==> src/hdiap_pkg.sv <==
package hdiap_pkg;

	// Geometry of the host port.
	localparam int CHANNELS   = 2;
	localparam int DATA_W     = 8;
	localparam int ADDR_W     = 7;
	localparam int IRQ_W      = 4;
	localparam int MODE_W     = 3;
	localparam int FIFO_DEPTH = 4;
	localparam int CNT_W      = 3;

	// Channel indices.
	localparam int CH_A = 0;
	localparam int CH_B = 1;

	// Bytes moved per DMA request burst; the FIFO holds exactly one burst.
	localparam logic [CNT_W-1:0] BLOCK_BYTES = 3'h4;
	localparam logic [CNT_W-1:0] LAST_BYTE   = 3'h1;
	localparam logic [CNT_W-1:0] CNT_RST     = 3'h0;

	// Clock mode encodings that change the alternate clock pin's meaning.
	localparam logic [MODE_W-1:0] CM_STROBE = 3'h1;
	localparam logic [MODE_W-1:0] CM_XTAL4  = 3'h4;
	localparam logic [MODE_W-1:0] CM_FSYNC  = 3'h5;
	localparam logic [MODE_W-1:0] CM_XTAL6  = 3'h6;
	localparam logic [MODE_W-1:0] CM_XTAL7  = 3'h7;

	// Synchroniser bit positions: {rd, wr, ack_b, ack_a, alt[1:0], addr, data}.
	localparam int SY_W    = 21;
	localparam int SY_RD   = 20;
	localparam int SY_WR   = 19;
	localparam int SY_ACKB = 18;
	localparam int SY_ACKA = 17;
	localparam int SY_ALT  = 15;
	localparam int SY_ADDR = 8;
	localparam int SY_DATA = 0;

	// Strobes and acknowledges rest high after reset, everything else low.
	localparam logic [SY_W-1:0] SY_RST = 21'h1E0000;

	// Reset values of the output registers.
	localparam logic [DATA_W-1:0] DATA_RST = 8'h00;
	localparam logic [ADDR_W-1:0] ADDR_RST = 7'h00;
	localparam logic [IRQ_W-1:0]  IRQ_RST  = 4'h0;

endpackage

==> src/hdiap_top.sv <==
`timescale 1ns/1ps

// Notes on behaviour
// - Interrupt line is pulled low while any unmasked interrupt cause is pending.
// - Interrupt output is open drain: it pulls low or floats, never drives high.
// - Acknowledge with read strobe on a receive request returns the receive FIFO head.
// - Acknowledge with write strobe on a transmit request writes into the transmit FIFO.
// - While an acknowledge is active the address inputs are ignored.
// - Alternate clock pin level is readable as a general or carrier-detect input.
// - With auto-start set, the alternate clock pin enables the receiver.
// - In clock mode 1 the alternate clock pin is the receive strobe.
// - In clock mode 5 the alternate clock pin is the frame sync input.
// - In modes 4, 6, 7 channel A's pin is a crystal pin, not logic.
// - Receive request holds for a whole block and drops right after the last read.
module hdiap_top (
	input  wire logic                                               CORE_CLK,
	input  wire logic                                               RST_N,
	input  wire logic                                               RD_N,
	input  wire logic                                               WR_N,
	input  wire logic                                               DMA_ACK_CH_A_N,
	input  wire logic                                               DMA_ACK_CH_B_N,
	input  wire logic [hdiap_pkg::ADDR_W-1:0]                       ADDR,
	input  wire logic [hdiap_pkg::DATA_W-1:0]                       DATA_IN,
	output logic      [hdiap_pkg::DATA_W-1:0]                       DATA_OUT,
	output logic                                                    DATA_OE_N,
	output logic                                                    REG_RD_STB,
	output logic                                                    REG_WR_STB,
	output logic      [hdiap_pkg::ADDR_W-1:0]                       REG_ADDR,
	output logic      [hdiap_pkg::DATA_W-1:0]                       REG_WDATA,
	input  wire logic [hdiap_pkg::IRQ_W-1:0]                        IRQ_EVENT,
	input  wire logic [hdiap_pkg::IRQ_W-1:0]                        IRQ_MASK,
	input  wire logic [hdiap_pkg::IRQ_W-1:0]                        IRQ_CLEAR,
	output logic      [hdiap_pkg::IRQ_W-1:0]                        IRQ_STATUS,
	output logic                                                    INT_N_O,
	output logic                                                    INT_N_OE_N,
	input  wire logic [hdiap_pkg::CHANNELS-1:0]                     RX_IN_VALID,
	input  wire logic [hdiap_pkg::CHANNELS-1:0][hdiap_pkg::DATA_W-1:0] RX_IN_DATA,
	output logic      [hdiap_pkg::CHANNELS-1:0]                     RX_IN_READY,
	output logic      [hdiap_pkg::CHANNELS-1:0]                     RX_DMA_REQUEST,
	output logic      [hdiap_pkg::CHANNELS-1:0]                     TX_OUT_VALID,
	output logic      [hdiap_pkg::CHANNELS-1:0][hdiap_pkg::DATA_W-1:0] TX_OUT_DATA,
	input  wire logic [hdiap_pkg::CHANNELS-1:0]                     TX_OUT_READY,
	output logic      [hdiap_pkg::CHANNELS-1:0]                     TX_DMA_REQUEST,
	input  wire logic [hdiap_pkg::CHANNELS-1:0]                     ALT_CLK_IN,
	input  wire logic [hdiap_pkg::CHANNELS-1:0][hdiap_pkg::MODE_W-1:0] CLK_MODE,
	input  wire logic [hdiap_pkg::CHANNELS-1:0]                     AUTO_START,
	output logic      [hdiap_pkg::CHANNELS-1:0]                     ALT_LEVEL,
	output logic      [hdiap_pkg::CHANNELS-1:0]                     RX_ENABLE,
	output logic      [hdiap_pkg::CHANNELS-1:0]                     RX_STROBE,
	output logic      [hdiap_pkg::CHANNELS-1:0]                     FRAME_SYNC,
	output logic                                                    OSC_XTAL_A
);

	localparam int NCH = hdiap_pkg::CHANNELS;
	localparam int DW  = hdiap_pkg::DATA_W;
	localparam int CW  = hdiap_pkg::CNT_W;

	logic [hdiap_pkg::SY_W-1:0]   sy1_q;
	logic [hdiap_pkg::SY_W-1:0]   sy2_q;
	logic                         rd_prev_q;
	logic                         wr_prev_q;
	logic [NCH-1:0]               alt_prev_q;
	logic                         rd_n_s;
	logic                         wr_n_s;
	logic [NCH-1:0]               alt_s;
	logic [hdiap_pkg::ADDR_W-1:0] addr_s;
	logic [DW-1:0]                din_s;
	logic                         rd_fall;
	logic                         wr_fall;
	logic [NCH-1:0]               dack_act;
	logic                         any_dack;
	logic [NCH-1:0]               dack_sel;
	logic [NCH-1:0]               rx_pop;
	logic [NCH-1:0]               tx_push;
	logic [NCH-1:0][DW-1:0]       rx_head;
	logic [NCH-1:0]               rx_head_vld;
	logic [NCH-1:0][CW-1:0]       rx_level;
	logic [NCH-1:0][CW-1:0]       tx_level;
	logic [NCH-1:0]               tx_in_ready;
	logic [NCH-1:0]               rx_req_q;
	logic [NCH-1:0]               tx_req_q;
	logic [NCH-1:0][CW-1:0]       rx_left_q;
	logic [NCH-1:0][CW-1:0]       tx_left_q;
	logic [NCH-1:0]               xtal;
	logic [NCH-1:0]               alt_lvl;
	logic [DW-1:0]                dout_q;
	logic                         dout_oe_n_q;
	logic                         reg_rd_q;
	logic                         reg_wr_q;
	logic [hdiap_pkg::ADDR_W-1:0] reg_addr_q;
	logic [DW-1:0]                reg_wdata_q;
	logic [hdiap_pkg::IRQ_W-1:0]  pend_q;
	logic [hdiap_pkg::IRQ_W-1:0]  pend_d;
	logic                         irq_live_d;
	logic                         int_oe_n_q;
	logic [NCH-1:0]               alt_level_q;
	logic [NCH-1:0]               rx_en_q;
	logic [NCH-1:0]               rx_stb_q;
	logic [NCH-1:0]               fsync_q;
	logic                         xtal_a_q;

	// Every host bus and alternate clock pin passes two flops; only the second stage feeds any logic.
	always_ff @(posedge CORE_CLK or negedge RST_N)
	begin
		if (!RST_N)
		begin
			sy1_q <= hdiap_pkg::SY_RST;
			sy2_q <= hdiap_pkg::SY_RST;
		end
		else
		begin
			sy1_q <= {RD_N, WR_N, DMA_ACK_CH_B_N, DMA_ACK_CH_A_N, ALT_CLK_IN, ADDR, DATA_IN};
			sy2_q <= sy1_q;
		end
	end

	// Field split of the synchronised pins. Data and address ride the same two
	// stages as the strobes, so they line up with the strobe edge they belong to.
	assign rd_n_s   = sy2_q[hdiap_pkg::SY_RD];
	assign wr_n_s   = sy2_q[hdiap_pkg::SY_WR];
	assign alt_s    = sy2_q[hdiap_pkg::SY_ALT +: NCH];
	assign addr_s   = sy2_q[hdiap_pkg::SY_ADDR +: hdiap_pkg::ADDR_W];
	assign din_s    = sy2_q[hdiap_pkg::SY_DATA +: DW];
	assign dack_act = ~{sy2_q[hdiap_pkg::SY_ACKB], sy2_q[hdiap_pkg::SY_ACKA]};
	assign any_dack = |dack_act;
	assign rd_fall  = rd_prev_q & ~rd_n_s;
	assign wr_fall  = wr_prev_q & ~wr_n_s;

	// Channel A wins if the DMA controller wrongly acknowledges both at once.
	assign dack_sel = dack_act[hdiap_pkg::CH_A] ? 2'h1 : dack_act;

	// Plain register cycles only when no acknowledge is active.
	always_ff @(posedge CORE_CLK or negedge RST_N)
	begin
		if (!RST_N)
		begin
			rd_prev_q   <= 1'b1;
			wr_prev_q   <= 1'b1;
			alt_prev_q  <= '0;
			reg_rd_q    <= 1'b0;
			reg_wr_q    <= 1'b0;
			reg_addr_q  <= hdiap_pkg::ADDR_RST;
			reg_wdata_q <= hdiap_pkg::DATA_RST;
		end
		else
		begin
			rd_prev_q  <= rd_n_s;
			wr_prev_q  <= wr_n_s;
			alt_prev_q <= alt_s;
			reg_rd_q   <= rd_fall & ~any_dack;
			reg_wr_q   <= wr_fall & ~any_dack;
			if ((rd_fall | wr_fall) & ~any_dack)
			begin
				reg_addr_q  <= addr_s;
				reg_wdata_q <= din_s;
			end
		end
	end

	// Read data drives the bus from the DMA read until the strobe rises again.
	always_ff @(posedge CORE_CLK or negedge RST_N)
	begin
		if (!RST_N)
		begin
			dout_q      <= hdiap_pkg::DATA_RST;
			dout_oe_n_q <= 1'b1;
		end
		else
		begin
			if (|rx_pop)
			begin
				dout_q      <= rx_pop[hdiap_pkg::CH_A] ? rx_head[hdiap_pkg::CH_A]
				                                       : rx_head[hdiap_pkg::CH_B];
				dout_oe_n_q <= 1'b0;
			end
			else if (rd_n_s)
				dout_oe_n_q <= 1'b1;
		end
	end

	// Interrupt sources: a new event beats a clear in the same cycle.
	assign pend_d     = (pend_q & ~IRQ_CLEAR) | IRQ_EVENT;
	assign irq_live_d = |(pend_d & ~IRQ_MASK);

	// The pin is released only when nothing unmasked is left pending.
	always_ff @(posedge CORE_CLK or negedge RST_N)
	begin
		if (!RST_N)
		begin
			pend_q     <= hdiap_pkg::IRQ_RST;
			int_oe_n_q <= 1'b1;
		end
		else
		begin
			pend_q     <= pend_d;
			int_oe_n_q <= ~irq_live_d;
		end
	end

	// The driven level is always low; high comes from the board pull-up only.
	assign INT_N_O = 1'b0;

	// Per channel: FIFOs, DMA request bursts and the alternate clock pin.
	for (genvar ch = 0; ch < NCH; ch++)
	begin : g_ch
		assign rx_pop[ch]  = rd_fall & dack_sel[ch] & rx_req_q[ch] & rx_head_vld[ch];
		assign tx_push[ch] = wr_fall & dack_sel[ch] & tx_req_q[ch] & tx_in_ready[ch];
		assign xtal[ch]    = (ch == hdiap_pkg::CH_A) &&
		                     (CLK_MODE[ch] == hdiap_pkg::CM_XTAL4 ||
		                      CLK_MODE[ch] == hdiap_pkg::CM_XTAL6 ||
		                      CLK_MODE[ch] == hdiap_pkg::CM_XTAL7);
		assign alt_lvl[ch] = alt_s[ch] & ~xtal[ch];

		// Receive data waits here until the DMA controller takes a block.
		hdiap_fifo #(.W(DW), .D(hdiap_pkg::FIFO_DEPTH)) u_rx (
			.clk       (CORE_CLK),
			.rst_n     (RST_N),
			.in_valid  (RX_IN_VALID[ch]),
			.in_data   (RX_IN_DATA[ch]),
			.in_ready  (RX_IN_READY[ch]),
			.out_valid (rx_head_vld[ch]),
			.out_data  (rx_head[ch]),
			.out_ready (rx_pop[ch]),
			.level     (rx_level[ch])
		);

		// Transmit bytes from the DMA controller wait for the serial side.
		hdiap_fifo #(.W(DW), .D(hdiap_pkg::FIFO_DEPTH)) u_tx (
			.clk       (CORE_CLK),
			.rst_n     (RST_N),
			.in_valid  (tx_push[ch]),
			.in_data   (din_s),
			.in_ready  (tx_in_ready[ch]),
			.out_valid (TX_OUT_VALID[ch]),
			.out_data  (TX_OUT_DATA[ch]),
			.out_ready (TX_OUT_READY[ch]),
			.level     (tx_level[ch])
		);

		// A request spans one block and drops after the read or write that ends it.
		always_ff @(posedge CORE_CLK or negedge RST_N)
		begin
			if (!RST_N)
			begin
				rx_req_q[ch]  <= 1'b0;
				rx_left_q[ch] <= hdiap_pkg::CNT_RST;
				tx_req_q[ch]  <= 1'b0;
				tx_left_q[ch] <= hdiap_pkg::CNT_RST;
			end
			else
			begin
				if (!rx_req_q[ch] && rx_level[ch] >= hdiap_pkg::BLOCK_BYTES)
				begin
					rx_req_q[ch]  <= 1'b1;
					rx_left_q[ch] <= hdiap_pkg::BLOCK_BYTES;
				end
				else if (rx_pop[ch])
				begin
					rx_left_q[ch] <= CW'(rx_left_q[ch] - 1'b1);
					if (rx_left_q[ch] == hdiap_pkg::LAST_BYTE)
						rx_req_q[ch] <= 1'b0;
				end
				if (!tx_req_q[ch] && tx_level[ch] == hdiap_pkg::CNT_RST)
				begin
					tx_req_q[ch]  <= 1'b1;
					tx_left_q[ch] <= hdiap_pkg::BLOCK_BYTES;
				end
				else if (tx_push[ch])
				begin
					tx_left_q[ch] <= CW'(tx_left_q[ch] - 1'b1);
					if (tx_left_q[ch] == hdiap_pkg::LAST_BYTE)
						tx_req_q[ch] <= 1'b0;
				end
			end
		end

		// The alternate clock pin's meaning follows the clock mode.
		always_ff @(posedge CORE_CLK or negedge RST_N)
		begin
			if (!RST_N)
			begin
				alt_level_q[ch] <= 1'b0;
				rx_en_q[ch]     <= 1'b0;
				rx_stb_q[ch]    <= 1'b0;
				fsync_q[ch]     <= 1'b0;
			end
			else
			begin
				alt_level_q[ch] <= alt_lvl[ch];
				rx_en_q[ch]     <= ~AUTO_START[ch] | alt_lvl[ch];
				rx_stb_q[ch]    <= (CLK_MODE[ch] == hdiap_pkg::CM_STROBE) & alt_lvl[ch];
				fsync_q[ch]     <= (CLK_MODE[ch] == hdiap_pkg::CM_FSYNC) &
				                   alt_lvl[ch] & ~alt_prev_q[ch];
			end
		end
	end

	// Crystal selection for channel A's oscillator pins.
	always_ff @(posedge CORE_CLK or negedge RST_N)
	begin
		if (!RST_N)
			xtal_a_q <= 1'b0;
		else
			xtal_a_q <= xtal[hdiap_pkg::CH_A];
	end

	// Output wiring, all from registers except the FIFO faces and the constant pin.
	assign DATA_OUT       = dout_q;
	assign DATA_OE_N      = dout_oe_n_q;
	assign REG_RD_STB     = reg_rd_q;
	assign REG_WR_STB     = reg_wr_q;
	assign REG_ADDR       = reg_addr_q;
	assign REG_WDATA      = reg_wdata_q;
	assign IRQ_STATUS     = pend_q;
	assign INT_N_OE_N     = int_oe_n_q;
	assign RX_DMA_REQUEST = rx_req_q;
	assign TX_DMA_REQUEST = tx_req_q;
	assign ALT_LEVEL      = alt_level_q;
	assign RX_ENABLE      = rx_en_q;
	assign RX_STROBE      = rx_stb_q;
	assign FRAME_SYNC     = fsync_q;
	assign OSC_XTAL_A     = xtal_a_q;
endmodule

==> src/hdiap_fifo.sv <==
`timescale 1ns/1ps

module hdiap_fifo #(
	parameter int W = 8,
	parameter int D = 4
) (
	input  wire logic                   clk,
	input  wire logic                   rst_n,
	input  wire logic                   in_valid,
	input  wire logic [W-1:0]           in_data,
	output logic                        in_ready,
	output logic                        out_valid,
	output logic [W-1:0]                out_data,
	input  wire logic                   out_ready,
	output logic [$clog2(D+1)-1:0]      level
);

	localparam int AW = (D > 1) ? $clog2(D) : 1;
	localparam int CW = $clog2(D+1);

	logic [W-1:0]  mem_q [D];
	logic [AW-1:0] wr_ptr_q;
	logic [AW-1:0] rd_ptr_q;
	logic [CW-1:0] cnt_q;
	logic          push;
	logic          pop;

	// A full FIFO refuses writes, which is what stalls the filling side.
	assign push      = in_valid & in_ready;
	assign pop       = out_valid & out_ready;
	assign in_ready  = (cnt_q != CW'(D));
	assign out_valid = (cnt_q != '0);
	assign out_data  = mem_q[rd_ptr_q];
	assign level     = cnt_q;

	// Pointers wrap explicitly so any depth works, not only powers of two.
	always_ff @(posedge clk or negedge rst_n)
	begin
		if (!rst_n)
		begin
			wr_ptr_q <= '0;
			rd_ptr_q <= '0;
			cnt_q    <= '0;
		end
		else
		begin
			if (push)
				wr_ptr_q <= (wr_ptr_q == AW'(D-1)) ? '0 : AW'(wr_ptr_q + 1'b1);
			if (pop)
				rd_ptr_q <= (rd_ptr_q == AW'(D-1)) ? '0 : AW'(rd_ptr_q + 1'b1);
			if (push & ~pop)
				cnt_q <= CW'(cnt_q + 1'b1);
			else if (pop & ~push)
				cnt_q <= CW'(cnt_q - 1'b1);
		end
	end

	// Storage has no reset; entries are only read once written.
	always_ff @(posedge clk)
	begin
		if (push)
			mem_q[wr_ptr_q] <= in_data;
	end

endmodule

==> config.mk <==
export PLATFORM = sky130hd
export DESIGN_NAME = hdiap_top
export DESIGN_NICKNAME = d
export VERILOG_FILES = /design/src/hdiap_pkg.sv /design/src/hdiap_top.sv /design/src/hdiap_fifo.sv
export SDC_FILE = /design/constraint.sdc
export NUM_CORES = 1
export LEC_CHECK = 0
export BUFFER_PORTS_ARGS = -buffer_cell sky130_fd_sc_hd__buf_4
export CORE_ASPECT_RATIO = 0.5
export CORE_MARGIN = 10
export CORE_UTILIZATION = 30
export CTS_CLUSTER_SIZE = 8
export DETAILED_ROUTE_END_ITERATION = 6
export HOLD_SLACK_MARGIN = 0.06
export PLACE_DENSITY = 0.51
export SYNTH_ARGS = -nofsm -noshare
export SYNTH_HDL_FRONTEND = slang
export SYNTH_SLANG_ARGS = --single-unit
==> constraint.sdc <==
create_clock -name CORE_CLK -period 3.3 [get_ports CORE_CLK]
set_input_delay 0.66 -clock CORE_CLK [delete_from_list [all_inputs] [get_ports CORE_CLK]]
set_output_delay 0.66 -clock CORE_CLK [all_outputs]
set_load 0.01 [all_outputs]
# Yosys cells after proc, flatten, opt, wreduce, memory -nomap -nowiden
# Memory sizes are Yosys's and may differ from the RTL's.
# Index checks and enable logic that the tools add are counted.
# op_classes
addsub	20
n_lt_le_gt_ge	2
n_eq_ne	23
mux	48
bitwise_logic	66
reduce_logical	36
# op_table
op	count
3-bit two-way mux	16
1-bit bitwise AND	40
2-bit nonzero test	13
3-bit by 1-bit subtractor with 3-bit output, second input constant	8
1-bit two-way mux	22
3-bit by 1-bit == test with 1-bit output, second input constant	6
2-bit two-way mux	9
1-bit NOT	17
2-bit by 1-bit adder with 2-bit output, second input constant	8
2-bit == test, second input constant	8
3-bit == test, second input constant	5
3-bit by 1-bit adder with 3-bit output, second input constant	4
3-bit != test, second input constant	4
3-bit nonzero test	4
4-bit bitwise AND	2
8-bit two-way mux	1
4-bit NOT	2
2-bit AND reduction	4
3-bit greater-or-equal comparator, second input constant	2
3-bit zero test	2
1-bit logical AND	4
1-bit zero test	4
4-bit OR	1
2-bit OR reduction	2
other kinds (4)	7
# totals
regBits	130
ramBits	128
inputBits	63
output_inout_bits	65
elab_cells	241
n_memories	4
# memory_table
name	depth	width	read_ports	rd_ports_with_merged_regs	wr	line_no	text
g_ch[0].u_rx.mem_q	4	8	1	0	1	hdiap_fifo.sv:21	logic [W-1:0] mem_q [D];
g_ch[0].u_tx.mem_q	4	8	1	0	1	hdiap_fifo.sv:21	
g_ch[1].u_rx.mem_q	4	8	1	0	1	hdiap_fifo.sv:21	
g_ch[1].u_tx.mem_q	4	8	1	0	1	hdiap_fifo.sv:21	

# Longest topological paths before layout
# Gate-level depths: netlist of the first run.
# logic_depth
word_depth	10
mapped_depth	10
ltp_nobuf	9

# By module
# From an unflattened synthesis of the first run, not the netlist that was laid out.
# unflattened
hier_cells	586
area_unflattened_um2	10148.5
# by_module_without_submodules
module	n_inst	cells_each	area_each_um2	seq_area_each_um2
hdiap_fifo	4	79	1599.0	1136.1
hdiap_top	1	270	3752.3	2542.4

# Worst setup path before layout of the first run
# Ideal clock, no wire load.
# synth_timing
path_type	register -> register
start	reg g_ch[1].u_rx.cnt_q[0]
end	reg g_ch[1].u_rx.cnt_q[2]
setup_time_ns	0.079
t_arrival_ns	2.214
required_time_ns	3.221
setup_slack_ns	1.007
path_stages_with_launch	11
path_buffers	1
period_less_slack_ns	2.293
path_cell_list	dfrtp_1 > or3_4 > and3_1 > buf_4 > clkinv_2 > ha_1 > inv_1 > fa_1 > xor2_1 > nor2_1 > xor2_1
# synth_via
elab_chain_cells	6
word_cells_on_any_way	14
cone_classes	add/sub: 2; eq/ne: 1; mux: 2; bitwise: 7; reduce/logical: 2
# synth_rtl
item	line_no	text
from (decl)	hdiap_fifo.sv:24	logic [CW-1:0] cnt_q;
from (signal assigned)	hdiap_fifo.sv:52	cnt_q <= CW'(cnt_q + 1'b1);
from (signal assigned)	hdiap_fifo.sv:54	cnt_q <= CW'(cnt_q - 1'b1);
3-bit nonzero test	hdiap_fifo.sv:32	assign out_valid = (cnt_q != '0);
1-bit bitwise AND	hdiap_top.sv:206	assign rx_pop[ch] = rd_fall & dack_sel[ch] & rx_req_q[ch] & rx_head_vld[ch];
1-bit bitwise AND	hdiap_fifo.sv:30	assign pop = out_valid & out_ready;
1-bit NOT	hdiap_fifo.sv:51	if (push & ~pop)
1-bit bitwise AND	hdiap_fifo.sv:51	
3-bit two-way mux / 2-bit nonzero test (equally long branches)	-	
# Parallel ways exist; a longest one is shown, timed or not. The select of a mux whose other input is x is not followed.
# A chain may end at the register's enable or synchronous reset.

==> results of run 1 <==
-- registers in the layout, summed over array words and instances (netlist names), 6 cells and up --
register and flops:
g_ch.u_rx.level 6, g_ch.u_rx.mem_q 64, DATA_OUT 8, sy2_q 21
g_ch.u_tx.level 6, rx_left_q 6, tx_left_q 6, sy1_q 21
REG_WDATA 8, REG_ADDR 7, g_ch.u_tx.mem_q 64
-- final timing paths --
kind,from,endpoint,slack (ns)
worst max-delay path,g_ch[0].u_tx.rd_ptr_q[0],TX_OUT_DATA[7],0.64
worst min-delay path,RST_N,g_ch[0].u_rx.wr_ptr_q[0],0.18
worst max register to register,sy2_q[17],g_ch[1].u_rx.level[1],0.74
worst min register to register,sy1_q[14],sy2_q[14],0.35
max in group asynchronous,RST_N,INT_N_OE_N,2.29
min in group CORE_CLK,DATA_IN[6],sy1_q[6],0.26
-- cells in the final DEF, fill, tap and decap left out, types with 3 or more instances in the layout --
cell type	instances
or3_1	8
and4bb_2	3
fa_1	4
a31oi_1	4
mux4_2	32
buf_4	126
xor2_1	8
nand2b_1	9
dfstp_2	12
mux2_2	35
nand2_1	18
inv_1	33
a21oi_1	5
nor2_1	26
dfrtp_1	117
ha_1	32
o221a_2	3
and3_2	4
edfxtp_1	128
a221o_1	3
xnor2_1	4
mux2i_1	5
a32oi_1	3
and2_1	12
clkbuf_16	39
clkbuf_1	28
and3_1	4
o21ai_0	3
-- layer usage --
layer / vias up / track usage (%) / part of all wire [%]
met2: 79 / 17.39 / 53
met4: 2 / 3.201 / 1.6
met3: 28 / 2.695 / 4.0
met1: 2643 / 11.06 / 41
met5: - / 0 / 0.064
li1: 2398 / - / -
-- cell families (layout without fill, tap and decap cells) --
| family | count (synthesis) | after routing |
|---|---|---|
| muxes | 74 | 74 |
| xor gates and xnor gates | 12 | 12 |
| buffers and inverters | 53 | 232 |
| other | 1 | 1 |
| DFF | 257 | 257 |
| AOI/OAI and AO/OA | 31 | 31 |
| adders and majority gates | 36 | 36 |
| and+or+nand+nor | 105 | 105 |
-- where the power goes --
| part | switching (W) | leakage [nW] | internal (W) | total, W |
|---|---|---|---|---|
| Combinational | 0.000978 | 1.83 | 0.00126 | 0.00224 |
| Clock | 0.00131 | 0.522 | 0.00220 | 0.00351 |
| Sequential | 0.000596 | 2.66 | 0.00399 | 0.00459 |
-- area by class of cell --
class	count	area (sq um)	area share, %
sequential	257	7087	56.80
multi-input combinational	259	2630	21.08
clock buffer	67	1081	8.664
timing repair buffer	128	977.2	7.832
tap	441	551.8	4.422
inverter	35	132.6	1.063
clock inverter	2	17.52	0.1404
-- per-stage QoR --
stage / cell area (sq um) / setup WS (ns) / power [W]
final: 12480 / 0.6408 / 0.01034
after global routing: 12480 / 0.4777 / 0.01099
after CTS: 12480 / 0.5391 / 0.01056
after detailed placement: 11380 / 0.7474 / 0.006973
after global placement: 11380 / 0.8099 / 0.006899
after floorplan: 9965 / 1.007 / 0.006032
==> flow_summary.toml, run 1 <==
[run_status]
status = "finished clean"

[floorplanning]
fp.dieW_microns = 277.7
core-area_sq_um = 32930
rows = 47
pin_count = 128
initial_core_util_pct = 30.26
chipHeight_microns = 148.9
dieArea_sq_um = 41350

[timing]
fmax_mhz = 376.1
holdWs_ns = 0.1846
worst_slew_margin_rel_pct = 49.26
worst_pin_slew_ns = 0.7611
clock-skew-final_ns = 0.01155
period_minus_slack_ns = 2.659
slew_viol_final = 0
setup_viol = 0
rsz0062_at_grt = "no"
fin_setup_tns_ns = 0
post-route-period-util_pct = 80.58
hold_violations = 0

[finish]
antennaDiodeCount = 0
fill_cells = 3109
num-nets-final = 818
stdcell_count = 1189
drive_gt1_share_pct = 35.70
syn_to_final_growth_pct = 25.21
final_util_pct = 37.89

[worst_setup_path]
critPathKind = "flop to output pin"
path_depth = 2
crit_buf_inv = 1
crit_family = "flip-flops"
worst_setup_path_end_kind = "output pin"
critPathSlowestCell = "dfrtp_1"
cp-start-kind = "flop"
crit_fanout = 11
worstPathArrival_ns = 2.00
slowest_delay_ns = 0.73
cp.required_ns = 2.64
rr_worst_depth = 7
cp_cell_sequence = "mux4_2, buf_4"

[route]
wl_microns = 20160
drc = 0
wl_per_cell_microns = 16.96
drt-vias-per-instance = 4.331
drt_pre_antenna_iters = 4
drt_iter0_drc = 221
vias = 5150
ant_nets = 0

[clock_network]
h-tree-depth = 2
cts_root_buf = "clkbuf_16"
clk_pin_slew_worst_paths_ns = 0.05
numCtsBuffers = 38
cts.sinks = 257
clockBufferDepth = 3
cts_tree = "done"
post-cts-setup-buffer-count = 0
post_cts_resized = 0
clock_latency_ns = 0.50
cts_hold_buf = 0

[yosys]
async_flop_share_pct = 50.19
yosysSeqAreaShare_pct = 71.12
synth_cell_types = 59
synth_top_family_by_area = "multiplexers"
synth-edff-count = 128
yosys.area.top_type = "edfxtp_1"
syn_avg_cell_area_sq_um = 17.51
synth_most_common_cell = "edfxtp_1"
syn_area_sq_um = 9965
synth_top_flop_cell = "edfxtp_1"
synth_simple_gate_area_share_pct = 6.115
ys_ff_latch = 257
synth-compound-area-share_pct = 2.449
synth.area.mux_share_pct = 11.92
synthAdderAreaFrac_pct = 4.822
syn_nets = 668
synth.top_cell.area_share_pct = 38.57
ys_warn_count = 0
synthTopCellsByArea = "edfxtp_1 39%, dfrtp_1 29%, mux4_2 7.2%"
ys_top_cells_by_count = "128 x edfxtp_1, 117 x dfrtp_1, 35 x mux2_2"
synth_xor_area_share_pct = 1.055
syn_inst = 569

[global_route]
grt_max_degree = 79
gr-total-overflow = 0
grtUsageTotal_pct = 9.690
grt_pass1_wl_microns = 31460
grt_pass1_vias = 5600
grt_antenna_before_repair = 1

[power_and_ir_drop]
leakagePower_nw = 5.013
p_per_area_nw_per_um2 = 828.6
vdd_drop_max_mv = 0.3042

[place]
dp_cells = 1120
port_buffers = 126
finalWeightedCongestion = 0.7109
dpl.hpwl_microns = 13880

[hold_path]
hold_path.class = "primary input to async pin"

[job]
maxCapViolCount = 0
Power figures use the tool's default switching activity.
==> inputs of run 2 (changes only) <==
- ABC_AREA: not set -> 1
- PLACE_DENSITY: 0.51 -> 0.52
- clock period: 3.3 -> 2.2 ns (I/O delays scaled with it)
==> run 2 against run 1 <==
  * Largest power group unchanged
  * Non-clock buffer count increased by 63
  * Synthesized cell count increased by 52%
  * Setup slack got worse by 0.54 ns
  * Largest cell class unchanged
  * Via count rose by 29%
  * Cell area is 6.1% higher
  * Clock power grew 51%
  * Flip-flop and latch count is the same
  * Area after synthesis up 2.4%
  * Clock skew about the same
  * Power up 59%
  * Critical endpoint is now TX_OUT_DATA[14]
==> flow_summary.toml, run 2 <==
[run_status]
status = "finished clean"

[worst_setup_path]
worst_setup_path_end_kind = "output pin"
timing.rr.start = "wr_prev_q"
rr_worst_depth = 10
cp-start-kind = "flop"
cp.required_ns = 1.76
worstPathArrival_ns = 1.66
critPathKind = "flop to output pin"
r2r_slack_ns = 0.16
crit_start = "g_ch[1].u_tx.rd_ptr_q[0]"
r2r_end = "g_ch[0].u_tx.level[2]"
crit_fanout = 15
endpoint = "TX_OUT_DATA[14]"

[power_and_ir_drop]
vdd_drop_max_mv = 0.5375
leakagePower_nw = 5.745
p_per_area_nw_per_um2 = 1241

[yosys]
synth_cell_types = 39
ys_ff_latch = 257
async_flop_share_pct = 50.19
syn_area_sq_um = 10200
synth_most_common_cell = "nand2_1"
synth.top_cell.area_share_pct = 37.67
yosysSeqAreaShare_pct = 69.45
yosys.area.top_type = "edfxtp_1"
syn_nets = 965
syn_inst = 866
synthTopCellsByArea = "edfxtp_1 38%, dfrtp_1 29%, nand2_1 6.1%"
synth_top_flop_cell = "edfxtp_1"
syn_avg_cell_area_sq_um = 11.78
synth-edff-count = 128
ys_warn_count = 0
ys_top_cells_by_count = "165 x nand2_1, 128 x edfxtp_1, 117 x dfrtp_1"

[timing]
hold_violations = 0
fin_setup_tns_ns = 0
fmax_mhz = 476.6
period_minus_slack_ns = 2.098
clock-skew-final_ns = 0.01149
slew_viol_final = 0
post-route-period-util_pct = 95.37
holdWs_ns = 0.1152
setup_viol = 0

[place]
dpl_cell_area_sq_um = 11810
port_buffers = 126
finalWeightedCongestion = 0.7399
dpl.hpwl_microns = 15640

[floorplanning]
core-area_sq_um = 33280
rows = 47
fp.dieW_microns = 280.8
pin_count = 128
dieArea_sq_um = 42240
initial_core_util_pct = 30.66
chipHeight_microns = 150.4

[clock_network]
clockBufferDepth = 3
cts.sinks = 257
cts_root_buf = "clkbuf_16"
numCtsBuffers = 38
clk_pin_slew_worst_paths_ns = 0.05
h-tree-depth = 2
cts_tree = "done"
clock_latency_ns = 0.51

[global_route]
grt_pass1_wl_microns = 36310
grt_max_degree = 41
grt_pass1_vias = 6818
gr-total-overflow = 0
grt_antenna_before_repair = 0
grtUsageTotal_pct = 10.86

[finish]
antennaDiodeCount = 0
fill_cells = 3174
reg_top3 = "g_ch.u_rx.mem_q: 64 flops, g_ch.u_tx.mem_q: 64 flops"
fin_area_sq_um = 13240
syn_to_final_growth_pct = 29.77
layout_common_cells = "164 x nand2_1, 160 x buf_4, 128 x edfxtp_1"
final_common_cell = "nand2_1"
num-nets-final = 1170
drive_gt1_share_pct = 22.86

[route]
drc = 0
wl_per_cell_microns = 14.90
drt_pre_antenna_iters = 5
drt_iter0_drc = 406
wl_microns = 22930
vias = 6629
drt-vias-per-instance = 4.307
ant_nets = 0

[job]
maxCapViolCount = 0

[hold_path]
min_from = "AUTO_START[0]"
hold_path.class = "primary input to flop"
run 2: cell types whose count changed in the layout (fill, tap and decap cells not counted), moves of 32 or more:
cell | before | now
o21ai_0 | 3 | 74
mux2_2 | 35 | 1
nand2_1 | 18 | 164
mux4_2 | 32 | 0
nor2_1 | 26 | 88
nand3_1 | 2 | 51
inv_1 | 33 | 77
buf_4 | 126 | 160
run 2: cell families after synthesis:
logic type,synth area share (%)
DFF,69.45
adders and majority gates,4.709
xor gates and xnor gates,0.8583
and+or+nand+nor,13.71
AOI/OAI and AO/OA,6.192
buffers and inverters,4.929
muxes,0.1104
other,0.03675
run 2: layer usage:
layer | share of wire (%) | track usage, % | vias to the layer above
met1 | 41 | 12.18 | 3228
met3 | 3.6 | 2.611 | 21
met4 | 1.3 | 3.584 | 0
li1 | - | - | 3296
met2 | 54 | 20.10 | 84
met5 | 0 | 0 | -
run 2: timing repair:
action / in CTS / in global routing
endpoints found under the hold margin: 58 / 0
pin swaps: 0 / 4
gates resized for setup: 3 / 10
hold buffers: 25 / 0
buffers inserted: 0 / 7
setup endpoints to repair: 13 / 14
run 2: final cells by class:
type,instances,area (sq um),area share (%)
inverters,89,344.1,2.599
clock inverters,2,17.52,0.1323
well taps,441,551.8,4.167
repair buffers,191,1545,11.67
clock buffers,65,1074,8.107
flip-flops and latches,257,7087,53.52
multi-input cells,494,2623,19.81
run 2: critical path, stage by stage (launching register included):
cell and delay, ns:
dfrtp_1 0.39, clkinvlp_4 0.15, buf_12 0.17, o21ai_0 0.15
o22ai_1 0.11, buf_4 0.16
run 2: where the power goes:
part	total, W	switching [W]	internal (W)
registers	0.00648	0.000525	0.00596
logic	0.00466	0.00272	0.00195
clock network	0.00529	0.00200	0.00329
run 2: worst min path at each step:
stage	to	slack (ns)	cells after the start
global route	g_ch[0].u_rx.mem_q[1][7]	0.10	1
floorplan	ALT_LEVEL[0]	0.14	0
CTS	RX_ENABLE[0]	0.09	2
global placement	sy2_q[8]	0.33	0
finish	RX_ENABLE[0]	0.12	2
detailed placement	sy2_q[13]	0.33	0
run 2: through the flow:
| step | std cells | power [W] | utilization, % | setup slack, ns |
|---|---|---|---|---|
| global route | 1539 | 0.01756 | 39.78 | -0.003288 |
| CTS | 1532 | 0.01660 | 39.55 | 0.001267 |
| detailed placement | 1440 | 0.01114 | 35.49 | 0.1019 |
| global placement | 1440 | 0.01097 | 35.49 | 0.1040 |
| floorplan | 866 | 0.009251 | - | 0.2208 |
| finish | 1539 | 0.01644 | 39.78 | 0.1018 |
